==> src/rtl/flash_host_pkg.sv <==
// Constants shared by the flash status-polling host controller.
// Assumes a 25 MHz controller clock; timings are converted to cycles here.
package flash_host_pkg;
	localparam int unsigned CLK_PERIOD_NS = 40;
	localparam int unsigned T_ACCESS_NS   = 70;
	localparam int unsigned T_WE_PULSE_NS = 35;
	localparam int unsigned T_RECOVER_NS  = 30;
	localparam int unsigned SYNC_STAGES   = 2;
	// Least times round up to whole cycles
	localparam int unsigned ACCESS_CYC  = (T_ACCESS_NS + CLK_PERIOD_NS - 1) / CLK_PERIOD_NS;
	localparam int unsigned WE_CYC      = (T_WE_PULSE_NS + CLK_PERIOD_NS - 1) / CLK_PERIOD_NS;
	localparam int unsigned RECOVER_CYC = (T_RECOVER_NS + CLK_PERIOD_NS - 1) / CLK_PERIOD_NS;
	localparam logic [3:0]  WE_CNT      = 4'(WE_CYC - 1);
	localparam logic [3:0]  READ_CNT    = 4'(ACCESS_CYC + SYNC_STAGES - 1);
	localparam logic [3:0]  RECOVER_CNT = 4'(RECOVER_CYC - 1);

	localparam logic [7:0] REG_ORDER  = 8'h00;
	localparam logic [7:0] REG_ADDR   = 8'h04;
	localparam logic [7:0] REG_WDATA  = 8'h08;
	localparam logic [7:0] REG_STATUS = 8'h0C;
	localparam logic [7:0] REG_UNPROT = 8'h10;

	localparam logic [2:0] OP_WRITE      = 3'h1;
	localparam logic [2:0] OP_READ       = 3'h2;
	localparam logic [2:0] OP_POLL       = 3'h3;
	localparam logic [2:0] OP_ADD_SECTOR = 3'h4;
	localparam logic [2:0] OP_ABORT      = 3'h5;

	localparam logic [2:0] PH_FIRST  = 3'h0;
	localparam logic [2:0] PH_SECOND = 3'h1;
	localparam logic [2:0] PH_THIRD  = 3'h2;
	localparam logic [2:0] PH_FOURTH = 3'h3;
	localparam logic [2:0] PH_RESET  = 3'h4;

	// Positions on the data lines
	localparam int unsigned DATA_POLL_POS    = 32'h7;
	localparam int unsigned TOGGLE_POS       = 32'h6;
	localparam int unsigned TIMEOUT_POS      = 32'h5;
	localparam int unsigned ERASE_WINDOW_POS = 32'h3;
	localparam int unsigned SECTOR_TOG_POS   = 32'h2;

	localparam logic [7:0] RESET_CMD = 8'hF0;

	// Status register layout
	localparam int unsigned ST_BUSY   = 32'h0;
	localparam int unsigned ST_DONE   = 32'h1;
	localparam int unsigned ST_FAIL   = 32'h2;
	localparam int unsigned ST_REJECT = 32'h3;
	localparam int unsigned ST_READY  = 32'h4;
	localparam int unsigned ST_DATA   = 32'h8;
endpackage : flash_host_pkg

==> src/rtl/flash_status_host.sv <==
// Host controller that issues flash command cycles and tracks operation status.
// Assumes software orders it through the plain register port and that the
// flash pins are asynchronous to ref_clk_in.
//
// The implementer's own choices: the address-and-strobe port and the register offsets.
`timescale 1ns/1ps
`default_nettype none
module flash_status_host #(
	parameter int unsigned ADDR_W = 21
) (
	input  wire logic              ref_clk_in,       // 25 MHz clock
	input  wire logic              rst_b_in,         // Synchronous reset, active low
	input  wire logic              clk_en_in,        // Freezes state while low
	input  wire logic [7:0]        reg_addr_in,      // Register byte address
	input  wire logic [31:0]       reg_wdata_in,     // Register write data
	input  wire logic              reg_wr_in,        // Write strobe
	input  wire logic              reg_rd_in,        // Read strobe
	output logic      [31:0]       reg_rdata_out,    // Read data, cycle after strobe
	output logic      [ADDR_W-1:0] flash_addr_out,   // Flash address pins
	input  wire logic [7:0]        dq_in,            // Data lines as seen
	output logic      [7:0]        dq_out,           // Data lines driven value
	output logic                   dq_oe_out,        // Data lines enable
	output logic                   ce_b_out,         // Chip select, active low
	output logic                   oe_b_out,         // Output enable, active low
	output logic                   we_b_out,         // Write strobe, active low
	input  wire logic              ready_busy_in,    // Ready/busy pin level
	output logic                   flash_reset_b_out, // Flash reset pin, active low
	output logic                   hv_unprotect_out  // Request high voltage on reset pin
);
	typedef enum logic [2:0] {
		ST_IDLE   = 3'h1,
		ST_WAIT   = 3'h2,
		ST_DECIDE = 3'h4
	} seq_state_e;

	seq_state_e        state_q;
	logic [2:0]        op_q;
	logic [2:0]        phase_q;
	logic              abort_q;
	logic              launch_q;
	logic              eng_write_q;
	logic [ADDR_W-1:0] eng_addr_q;
	logic [7:0]        eng_data_q;
	logic [7:0]        samp_a_q;
	logic [7:0]        samp_b_q;
	logic              done_q;
	logic              fail_q;
	logic              reject_q;
	logic              need_reset_q;
	logic [ADDR_W-1:0] addr_q;
	logic [7:0]        wdata_q;
	logic [7:0]        dq_sync;
	logic [0:0]        ready_sync;
	logic              eng_done;
	logic [7:0]        eng_rdata;
	logic              order_wr;
	logic [2:0]        order_op;
	logic              order_ok;
	logic              toggles_equal;
	logic [31:0]       status_w;

	flash_pin_sync #(.WIDTH(8)) dq_sync_u (
		.ref_clk_in (ref_clk_in),
		.rst_b_in   (rst_b_in),
		.clk_en_in  (clk_en_in),
		.pin_in     (dq_in),
		.sync_out   (dq_sync)
	);

	flash_pin_sync #(.WIDTH(1)) ready_sync_u (
		.ref_clk_in (ref_clk_in),
		.rst_b_in   (rst_b_in),
		.clk_en_in  (clk_en_in),
		.pin_in     (ready_busy_in),
		.sync_out   (ready_sync)
	);

	flash_cycle_engine #(.ADDR_W(ADDR_W)) engine_u (
		.ref_clk_in     (ref_clk_in),
		.rst_b_in       (rst_b_in),
		.clk_en_in      (clk_en_in),
		.start_in       (launch_q),
		.write_in       (eng_write_q),
		.addr_in        (eng_addr_q),
		.data_in        (eng_data_q),
		.sync_data_in   (dq_sync),
		.done_out       (eng_done),
		.rdata_out      (eng_rdata),
		.flash_addr_out (flash_addr_out),
		.dq_out         (dq_out),
		.dq_oe_out      (dq_oe_out),
		.ce_b_out       (ce_b_out),
		.oe_b_out       (oe_b_out),
		.we_b_out       (we_b_out)
	);

	assign order_wr = clk_en_in && reg_wr_in && (reg_addr_in == flash_host_pkg::REG_ORDER);
	assign order_op = reg_wdata_in[2:0];
	// Orders other than abort are refused while a sequence runs
	assign order_ok = order_wr && (state_q == ST_IDLE) && (order_op >= flash_host_pkg::OP_WRITE)
		&& (order_op <= flash_host_pkg::OP_ADD_SECTOR);
	assign toggles_equal = samp_a_q[flash_host_pkg::TOGGLE_POS] ==
		samp_b_q[flash_host_pkg::TOGGLE_POS];

	always_ff @(posedge ref_clk_in)
	begin
		if (!rst_b_in)
		begin
			addr_q            <= '0;
			wdata_q           <= 8'h00;
			hv_unprotect_out  <= 1'b0;
			flash_reset_b_out <= 1'b0;
		end
		else if (clk_en_in)
		begin
			// Flash leaves its own reset one cycle after ours
			flash_reset_b_out <= 1'b1;
			if (reg_wr_in && reg_addr_in == flash_host_pkg::REG_ADDR)
				addr_q <= reg_wdata_in[ADDR_W-1:0];
			if (reg_wr_in && reg_addr_in == flash_host_pkg::REG_WDATA)
				wdata_q <= reg_wdata_in[7:0];
			if (reg_wr_in && reg_addr_in == flash_host_pkg::REG_UNPROT)
				hv_unprotect_out <= reg_wdata_in[0];
		end
	end

	always_comb
	begin
		status_w = 32'h0000_0000;
		status_w[flash_host_pkg::ST_BUSY]   = (state_q != ST_IDLE);
		status_w[flash_host_pkg::ST_DONE]   = done_q;
		status_w[flash_host_pkg::ST_FAIL]   = fail_q;
		status_w[flash_host_pkg::ST_REJECT] = reject_q;
		status_w[flash_host_pkg::ST_READY]  = ready_sync[0];
		status_w[flash_host_pkg::ST_DATA +: 8] = samp_b_q;
	end

	always_ff @(posedge ref_clk_in)
	begin
		if (!rst_b_in)
			reg_rdata_out <= 32'h0000_0000;
		else if (clk_en_in)
		begin
			reg_rdata_out <= 32'h0000_0000;
			if (reg_rd_in)
			begin
				unique case (reg_addr_in)
					flash_host_pkg::REG_ORDER:  reg_rdata_out <= {29'h0, op_q};
					flash_host_pkg::REG_ADDR:   reg_rdata_out <= 32'(addr_q);
					flash_host_pkg::REG_WDATA:  reg_rdata_out <= {24'h0, wdata_q};
					flash_host_pkg::REG_STATUS: reg_rdata_out <= status_w;
					flash_host_pkg::REG_UNPROT: reg_rdata_out <= {31'h0, hv_unprotect_out};
					default:                    reg_rdata_out <= 32'h0000_0000;
				endcase
			end
		end
	end

	// Sample history: each finished read shifts into the pair compared for toggling
	always_ff @(posedge ref_clk_in)
	begin
		if (!rst_b_in)
		begin
			samp_a_q <= 8'h00;
			samp_b_q <= 8'h00;
		end
		else if (clk_en_in && eng_done && !eng_write_q)
		begin
			samp_a_q <= samp_b_q;
			samp_b_q <= eng_rdata;
		end
	end

	always_ff @(posedge ref_clk_in)
	begin
		if (!rst_b_in)
		begin
			state_q      <= ST_IDLE;
			op_q         <= 3'h0;
			phase_q      <= flash_host_pkg::PH_FIRST;
			abort_q      <= 1'b0;
			launch_q     <= 1'b0;
			eng_write_q  <= 1'b0;
			eng_addr_q   <= '0;
			eng_data_q   <= 8'h00;
			done_q       <= 1'b0;
			fail_q       <= 1'b0;
			reject_q     <= 1'b0;
			need_reset_q <= 1'b0;
		end
		else if (clk_en_in)
		begin
			launch_q <= 1'b0;
			if (order_wr && order_op == flash_host_pkg::OP_ABORT && state_q != ST_IDLE)
				abort_q <= 1'b1;
			unique case (state_q)
				ST_IDLE:
				begin
					abort_q <= 1'b0;
					if (order_ok)
					begin
						// Polling always begins with a fresh pair of reads
						op_q        <= order_op;
						phase_q     <= flash_host_pkg::PH_FIRST;
						done_q      <= 1'b0;
						fail_q      <= 1'b0;
						reject_q    <= 1'b0;
						eng_write_q <= (order_op == flash_host_pkg::OP_WRITE);
						eng_addr_q  <= addr_q;
						eng_data_q  <= wdata_q;
						launch_q    <= 1'b1;
						state_q     <= ST_WAIT;
					end
				end
				ST_WAIT:
				begin
					if (eng_done)
					begin
						if (eng_write_q && need_reset_q)
							need_reset_q <= 1'b0;
						state_q <= ST_DECIDE;
					end
				end
				ST_DECIDE:
				begin
					if (abort_q)
					begin
						// Abandoned polling is not resumed mid-way
						abort_q <= 1'b0;
						state_q <= ST_IDLE;
					end
					else if (op_q == flash_host_pkg::OP_POLL)
					begin
						unique case (phase_q)
							flash_host_pkg::PH_FIRST:
							begin
								eng_write_q <= 1'b0;
								launch_q    <= 1'b1;
								phase_q     <= flash_host_pkg::PH_SECOND;
								state_q     <= ST_WAIT;
							end
							flash_host_pkg::PH_SECOND:
							begin
								if (toggles_equal)
								begin
									done_q  <= 1'b1;
									state_q <= ST_IDLE;
								end
								else
								begin
									// Timeout seen: retest, else start a new pair
									eng_write_q <= 1'b0;
									launch_q    <= 1'b1;
									state_q     <= ST_WAIT;
									if (samp_b_q[flash_host_pkg::TIMEOUT_POS])
										phase_q <= flash_host_pkg::PH_THIRD;
									else
										phase_q <= flash_host_pkg::PH_FIRST;
								end
							end
							flash_host_pkg::PH_THIRD:
							begin
								eng_write_q <= 1'b0;
								launch_q    <= 1'b1;
								phase_q     <= flash_host_pkg::PH_FOURTH;
								state_q     <= ST_WAIT;
							end
							flash_host_pkg::PH_FOURTH:
							begin
								if (toggles_equal)
								begin
									done_q  <= 1'b1;
									state_q <= ST_IDLE;
								end
								else
								begin
									// Failed: the reset command goes out first
									fail_q       <= 1'b1;
									need_reset_q <= 1'b1;
									eng_write_q  <= 1'b1;
									eng_data_q   <= flash_host_pkg::RESET_CMD;
									launch_q     <= 1'b1;
									phase_q      <= flash_host_pkg::PH_RESET;
									state_q      <= ST_WAIT;
								end
							end
							default:
							begin
								done_q  <= 1'b1;
								state_q <= ST_IDLE;
							end
						endcase
					end
					else if (op_q == flash_host_pkg::OP_ADD_SECTOR &&
						phase_q != flash_host_pkg::PH_THIRD)
					begin
						// Window flag read before the command, command, then read again
						eng_write_q <= (phase_q == flash_host_pkg::PH_FIRST);
						launch_q    <= 1'b1;
						phase_q     <= phase_q + 3'h1;
						state_q     <= ST_WAIT;
					end
					else
					begin
						if (op_q == flash_host_pkg::OP_ADD_SECTOR)
							reject_q <= samp_b_q[flash_host_pkg::ERASE_WINDOW_POS];
						done_q  <= 1'b1;
						state_q <= ST_IDLE;
					end
				end
				default: state_q <= ST_IDLE;
			endcase
		end
	end

	poll_equal_done_a: assert property (
		@(posedge ref_clk_in) disable iff (!rst_b_in || !clk_en_in)
		(state_q == ST_DECIDE && op_q == flash_host_pkg::OP_POLL && !abort_q &&
		phase_q == flash_host_pkg::PH_SECOND && toggles_equal)
		|=> (state_q == ST_IDLE && done_q && !fail_q))
		else $error("equal toggle pair did not end polling as complete");

	timeout_retest_a: assert property (
		@(posedge ref_clk_in) disable iff (!rst_b_in || !clk_en_in)
		(state_q == ST_DECIDE && op_q == flash_host_pkg::OP_POLL && !abort_q &&
		phase_q == flash_host_pkg::PH_SECOND && !toggles_equal &&
		samp_b_q[flash_host_pkg::TIMEOUT_POS])
		|=> (launch_q && !eng_write_q && phase_q == flash_host_pkg::PH_THIRD))
		else $error("timeout flag seen but toggle not retested");

	fail_reset_a: assert property (
		@(posedge ref_clk_in) disable iff (!rst_b_in || !clk_en_in)
		(state_q == ST_DECIDE && op_q == flash_host_pkg::OP_POLL && !abort_q &&
		phase_q == flash_host_pkg::PH_FOURTH && !toggles_equal)
		|=> (fail_q && launch_q && eng_write_q) ##1 (eng_data_q == flash_host_pkg::RESET_CMD))
		else $error("failed operation not followed by reset command");

	poll_restart_a: assert property (
		@(posedge ref_clk_in) disable iff (!rst_b_in || !clk_en_in)
		(order_ok && order_op == flash_host_pkg::OP_POLL)
		|=> (launch_q && phase_q == flash_host_pkg::PH_FIRST && !eng_write_q))
		else $error("polling did not restart from the first read");

	reset_first_a: assert property (
		@(posedge ref_clk_in) disable iff (!rst_b_in)
		(launch_q && need_reset_q)
		|-> (eng_write_q && eng_data_q == flash_host_pkg::RESET_CMD))
		else $error("command issued before reset after failure");

	window_check_a: assert property (
		@(posedge ref_clk_in) disable iff (!rst_b_in || !clk_en_in)
		(state_q == ST_DECIDE && op_q == flash_host_pkg::OP_ADD_SECTOR && !abort_q &&
		phase_q == flash_host_pkg::PH_THIRD)
		|=> (reject_q == $past(samp_b_q[flash_host_pkg::ERASE_WINDOW_POS]) && done_q))
		else $error("second erase window check not reported");
endmodule : flash_status_host
`default_nettype wire

==> src/rtl/flash_pin_sync.sv <==
// Two-stage synchroniser for pins arriving from the flash device.
// Assumes the inputs are asynchronous to ref_clk_in.
`timescale 1ns/1ps
`default_nettype none
module flash_pin_sync #(
	parameter int unsigned WIDTH = 8
) (
	input  wire logic             ref_clk_in, // Controller clock
	input  wire logic             rst_b_in,   // Synchronous reset, active low
	input  wire logic             clk_en_in,  // Freezes state while low
	input  wire logic [WIDTH-1:0] pin_in,     // Asynchronous pin levels
	output logic      [WIDTH-1:0] sync_out    // Synchronised levels
);
	logic [WIDTH-1:0] meta_q;

	always_ff @(posedge ref_clk_in)
	begin
		if (!rst_b_in)
		begin
			meta_q   <= '0;
			sync_out <= '0;
		end
		else if (clk_en_in)
		begin
			meta_q   <= pin_in;
			sync_out <= meta_q;
		end
	end
endmodule : flash_pin_sync
`default_nettype wire

==> src/rtl/flash_cycle_engine.sv <==
// Drives one asynchronous read or write cycle on the flash strobes.
// Assumes read data arrive through a two-stage synchroniser outside.
`timescale 1ns/1ps
`default_nettype none
module flash_cycle_engine #(
	parameter int unsigned ADDR_W = 21
) (
	input  wire logic              ref_clk_in,     // Controller clock
	input  wire logic              rst_b_in,       // Synchronous reset, active low
	input  wire logic              clk_en_in,      // Freezes state while low
	input  wire logic              start_in,       // One-cycle start pulse
	input  wire logic              write_in,       // High for a write cycle
	input  wire logic [ADDR_W-1:0] addr_in,        // Cycle address
	input  wire logic [7:0]        data_in,        // Write data
	input  wire logic [7:0]        sync_data_in,   // Synchronised data lines
	output logic                   done_out,       // One-cycle end pulse
	output logic      [7:0]        rdata_out,      // Captured read data
	output logic      [ADDR_W-1:0] flash_addr_out, // Address pins
	output logic      [7:0]        dq_out,         // Data lines driven value
	output logic                   dq_oe_out,      // Data lines enable
	output logic                   ce_b_out,       // Chip select, active low
	output logic                   oe_b_out,       // Output enable, active low
	output logic                   we_b_out        // Write strobe, active low
);
	typedef enum logic [3:0] {
		E_IDLE    = 4'h1,
		E_SETUP   = 4'h2,
		E_ACTIVE  = 4'h4,
		E_RECOVER = 4'h8
	} eng_state_e;

	eng_state_e state_q;
	logic [3:0] cnt_q;
	logic       write_q;

	// Output enable is never low while the write strobe is low, and every strobe
	// stays low for whole cycles, far longer than any noise pulse.
	always_ff @(posedge ref_clk_in)
	begin
		if (!rst_b_in)
		begin
			state_q        <= E_IDLE;
			cnt_q          <= 4'h0;
			write_q        <= 1'b0;
			done_out       <= 1'b0;
			rdata_out      <= 8'h00;
			flash_addr_out <= '0;
			dq_out         <= 8'h00;
			dq_oe_out      <= 1'b0;
			ce_b_out       <= 1'b1;
			oe_b_out       <= 1'b1;
			we_b_out       <= 1'b1;
		end
		else if (clk_en_in)
		begin
			done_out <= 1'b0;
			unique case (state_q)
				E_IDLE:
				begin
					if (start_in)
					begin
						write_q        <= write_in;
						flash_addr_out <= addr_in;
						dq_out         <= data_in;
						dq_oe_out      <= write_in;
						ce_b_out       <= 1'b0;
						state_q        <= E_SETUP;
					end
				end
				E_SETUP:
				begin
					if (write_q)
					begin
						we_b_out <= 1'b0;
						cnt_q    <= flash_host_pkg::WE_CNT;
					end
					else
					begin
						oe_b_out <= 1'b0;
						cnt_q    <= flash_host_pkg::READ_CNT;
					end
					state_q <= E_ACTIVE;
				end
				E_ACTIVE:
				begin
					if (cnt_q != 4'h0)
						cnt_q <= cnt_q - 4'h1;
					else
					begin
						if (!write_q)
							rdata_out <= sync_data_in;
						we_b_out <= 1'b1;
						oe_b_out <= 1'b1;
						ce_b_out <= 1'b1;
						cnt_q    <= flash_host_pkg::RECOVER_CNT;
						state_q  <= E_RECOVER;
					end
				end
				E_RECOVER:
				begin
					// Data are held past the strobe rise for hold time
					if (cnt_q != 4'h0)
						cnt_q <= cnt_q - 4'h1;
					else
					begin
						dq_oe_out <= 1'b0;
						done_out  <= 1'b1;
						state_q   <= E_IDLE;
					end
				end
				default: state_q <= E_IDLE;
			endcase
		end
	end

	strobe_inhibit_a: assert property (
		@(posedge ref_clk_in) disable iff (!rst_b_in)
		!we_b_out |-> (!ce_b_out && oe_b_out && dq_oe_out))
		else $error("write strobe low without chip select or with output enable");
endmodule : flash_cycle_engine
`default_nettype wire

==> config.mk <==
export PLATFORM = sky130hd
export DESIGN_NAME = flash_status_host
export DESIGN_NICKNAME = d
export VERILOG_FILES = /design/src/rtl/flash_host_pkg.sv /design/src/rtl/flash_status_host.sv /design/src/rtl/flash_pin_sync.sv /design/src/rtl/flash_cycle_engine.sv
export SDC_FILE = /design/constraint.sdc
export NUM_CORES = 1
export LEC_CHECK = 0
export BUFFER_PORTS_ARGS = -buffer_cell sky130_fd_sc_hd__buf_2
export CAP_MARGIN = 10
export CORE_MARGIN = 2
export CORE_UTILIZATION = 56
export DETAILED_ROUTE_END_ITERATION = 10
export PLACE_DENSITY = 0.79
export SLEW_MARGIN = 10
export SYNTH_ARGS = -nofsm -noshare
export SYNTH_HDL_FRONTEND = slang
export SYNTH_SLANG_ARGS = --single-unit
==> constraint.sdc <==
create_clock -name ref_clk_in -period 2.7 [get_ports ref_clk_in]
set_input_delay 0.54 -clock ref_clk_in [delete_from_list [all_inputs] [get_ports ref_clk_in]]
set_output_delay 0.54 -clock ref_clk_in [all_outputs]
set_load 0.01 [all_outputs]
==> impl_metrics.csv <==
group,metric,value,unit
power_and_ir_drop,peakVddDrop,0.678,mV
sta,worst_clock_skew,0.00820,ns
sta,finalSetupViolations,0,
cells_and_area,nFillCells,1111,
route,wire_per_inst,15.3,um
place,hpwl,11300,um
global_route,grt_pass1_wl,27400,um
sta,post-route-period-util,80.1,%
place,portBuffers,98,
critical_path,reg2reg_to,"engine_u.rdata_out[4]$_SDFFE_PN0P_",
clock_network,cts_root_buf,"clkbuf_16",
critical_path,criticalPathCategory,"register to register",
route,postRouteAntennaNets,0,
critical_path,rrSetupSlack,0.54,ns
hold_path,min_path_type,"primary input to register",
global_route,globalRouteMet1Util,30.5,%
hold_path,worstHoldEndpoint,"addr_q[18]$_SDFFE_PN0P_",
clock_network,ctsResizeCount,0,
logic_synthesis,dominantRegCellSynth,"dfxtp_1",
logic_synthesis,syn_area_per_cell,9.27,sq um
route,drtPass1Iterations,5,
cells_and_area,drive_above_1_share,17.0,%
global_route,grt_max_degree,64,
logic_synthesis,ys_seq_area_share,45.4,%
logic_synthesis,yosys_warnings,0,
sta,drv_slew,0,
route,routed_wl,16700,um
cells_and_area,layout_commonest_cell,"dfxtp_1",
critical_path,ff2ff_path_depth,7,
clock_network,numCtsBuffers,17,
route,route.detailed.drc,0,
clock_network,cts.clk_slew.worst_paths,0.07,ns
die,die_area,0.0147,sq mm
global_route,grt_use_met2,38.7,%
logic_synthesis,synthArstFlopShare,0,%
sta,rsz0062_at_grt,"false",
global_route,top_usage_layer,"met2",
sta,worst_slack,0.538,ns
critical_path,slowest_stage,"or4b_4",
die,core-area,0.0133,sq mm
sta,hold_viol,0,
global_route,antenna_found_initial,0,
critical_path,crit_path_max_incr_delay,0.59,ns
die,rows,42,
sta,tns,0,ns
place,pre_cts_ws,0.266,ns
clock_network,worstSkewPairLatency,0.43,ns
sta,max_freq,0.462,GHz
clock_network,cts_setup_buffers,0,
logic_synthesis,synth_cell_types,58,
clock_network,clockBufferDepth,2,
die,start_util,57.7,%
job,maxCapViolations,0,
hold_path,min-delay-start,"reg_wdata_in[18]",
logic_synthesis,synth_edf_count,0,
hold_path,whs_path_depth,3,
die,die_x,121,um
global_route,grt_overflow,0,
logic_synthesis,ys_ff_latch,174,
global_route,grt_pass1_vias,5633,
cells_and_area,areaGrowthSynthToFinish,14.9,%
logic_synthesis,syn_inst,828,
status,status,"completed",
place,place_congestion,0.822,
cells_and_area,final_cell_mix,"dfxtp_1, nand2_1, buf_2",
clock_network,clock-sinks,174,
sta,worst_pin_slew,0.933,ns
cells_and_area,final_cells,1089,
cells_and_area,nets,962,
sta,fin_crit,2.16,ns
place,dp.cells,1057,
cells_and_area,diodes,0,
global_route,gr-usage-met3,7.14,%
critical_path,critPathArrivalTime,2.48,ns
power_and_ir_drop,power_density,586,mW/mm^2
critical_path,worstPathCellList,"inv_1, ha_1, or3b_4, or4b_4, nor2_8, mux2i_1, nor2b_1",
critical_path,critical_path.max_fanout,8,
critical_path,r2r_start,"engine_u.cnt_q[0]$_SDFFE_PN0P_",
global_route,track_usage,23.7,%
route,via_per_inst,5.43,
logic_synthesis,netlist_area,0.00768,sq mm
critical_path,cp-start-kind,"register",
critical_path,required,3.02,ns
die,io_pins,121,
clock_network,cts.htree.levels,4,
route,num_vias,5918,
route,dr.first_iter.drc_count,470,
power_and_ir_drop,power,0.00517,W
clock_network,postCtsHoldBufs,0,
sta,max-slew-margin-rel,37.8,%
clock_network,cts_tree,"done",
critical_path,end_kind,"register",
power_and_ir_drop,p_leak,3.58,nW
die,fp.dieH,121,um
==> cell usage after synthesis, types with 3 or more instances <==
cell type  number  area, sq um
nand4_1         3         18.8
nand3_1        21          105
inv_1          16         60.1
o21ai_1         3         15.0
and3_1          5         31.3
and2_1         13         81.3
nor2b_1        83          519
nor4_1          5         31.3
ha_1            8          100
o221a_1         4         45.0
nor4b_1         4         35.0
xnor2_1         3         26.3
o22ai_1        11         68.8
o211ai_1        3         22.5
nor2_1         12         45.0
nor3_1          5         25.0
o31ai_1         5         37.5
a22oi_1         3         22.5
a21boi_0        3         22.5
o21a_1          5         37.5
a21boi_1       63          473
nand3b_1        5         37.5
a31oi_1         4         25.0
nand2_1       135          507
nor3b_2         3         37.5
a22o_1          3         26.3
o21ai_0         8         40.0
dfxtp_1       174         3480
a21oi_1        15         75.1
clkbuf_1       47          176
o211a_1         3         30.0
buf_2           8         40.0
nand2b_1       14         87.6
buf_4          11         82.6
nor3b_1         4         30.0
o2bb2ai_1       3         26.3
mux2i_1        83          831
==> power breakdown <==
part | internal [W] | switching [W]
Combinational | 0.0000903 | 0.000107
Sequential | 0.00258 | 0.00000755
Clock | 0.00136 | 0.00102
Total | 0.00403 | 0.00113
==> metal layers <==
layer | vias to the layer above | share of wire, %
met5 | - | 0
met4 | 0 | 0.78
met3 | 10 | 6.7
met2 | 170 | 47
met1 | 2786 | 46
li1 | 2952 | -
==> area by class of cell <==
class / count / area (sq um) / area share (%)
clock buffer: 19 / 433 / 4.91
clock inverter: 13 / 140 / 1.59
inverter: 16 / 60.1 / 0.681
multi-input combinational: 580 / 3870 / 43.9
sequential: 174 / 3480 / 39.5
tap: 176 / 220 / 2.50
timing repair buffer: 111 / 616 / 6.98
==> worst max path at each step <==
stage | cells after the start | end | from
finish | 7 | engine_u.rdata_out[4]$_SDFFE_PN0P_ | engine_u.cnt_q[0]$_SDFFE_PN0P_
global route | 7 | engine_u.rdata_out[4]$_SDFFE_PN0P_ | engine_u.cnt_q[0]$_SDFFE_PN0P_
CTS | 7 | engine_u.rdata_out[7]$_SDFFE_PN0P_ | engine_u.cnt_q[0]$_SDFFE_PN0P_
detailed placement | 6 | eng_addr_q[16]$_SDFFE_PN0P_ | reg_addr_in[1]
global placement | 6 | eng_addr_q[2]$_SDFFE_PN0P_ | reg_addr_in[1]
floorplan | 6 | phase_q[0]$_SDFFE_PN0P_ | clk_en_in
==> critical path: cells and delay by family (launching register included) <==
family	cells	cell delay (ns)
flip-flops	1	0.33
adder cells (fa/ha/maj)	1	0.15
AND/OR/NAND/NOR	4	1.28
buffers and inverters	1	0.09
multiplexers	1	0.21
==> metrics by stage <==
stage	hold slack, ns	instance area, sq um	utilization (%)
after CTS	0.352	8820	66.4
after global routing	0.360	8820	66.4
after floorplan	0.431	7710	-
after detailed placement	0.441	8250	62.1
final	0.365	8820	66.4
after global placement	0.436	8250	62.1
==> state kept, by name, summed over array words and instances, names as in the netlist, 4 cells and up <==
signal                   count
dq_sync_u.sync_out           8
engine_u.dq_out              8
wdata_q                      8
engine_u.flash_addr_out     21
dq_sync_u.meta_q             8
reg_rdata_out               21
eng_addr_q                  21
engine_u.rdata_out           8
addr_q                      21
eng_data_q                   8
samp_b_q                     8
engine_u.cnt_q               4
engine_u.state_q             4
==> cells by family (layout without fill, tap and decap cells) <==
family,after synthesis,in the layout,share of synthesized area (%)
adder cells (fa/ha/maj),8,8,1.30
XOR/XNOR,4,4,0.456
other,1,11,0.0488
AO/OA/AOI/OAI,143,143,13.4
multiplexers,87,87,11.7
flip-flops,174,174,45.4
AND/OR/NAND/NOR,327,327,23.0
buffers and inverters,84,159,4.78
(Power assumes the default switching activity.)
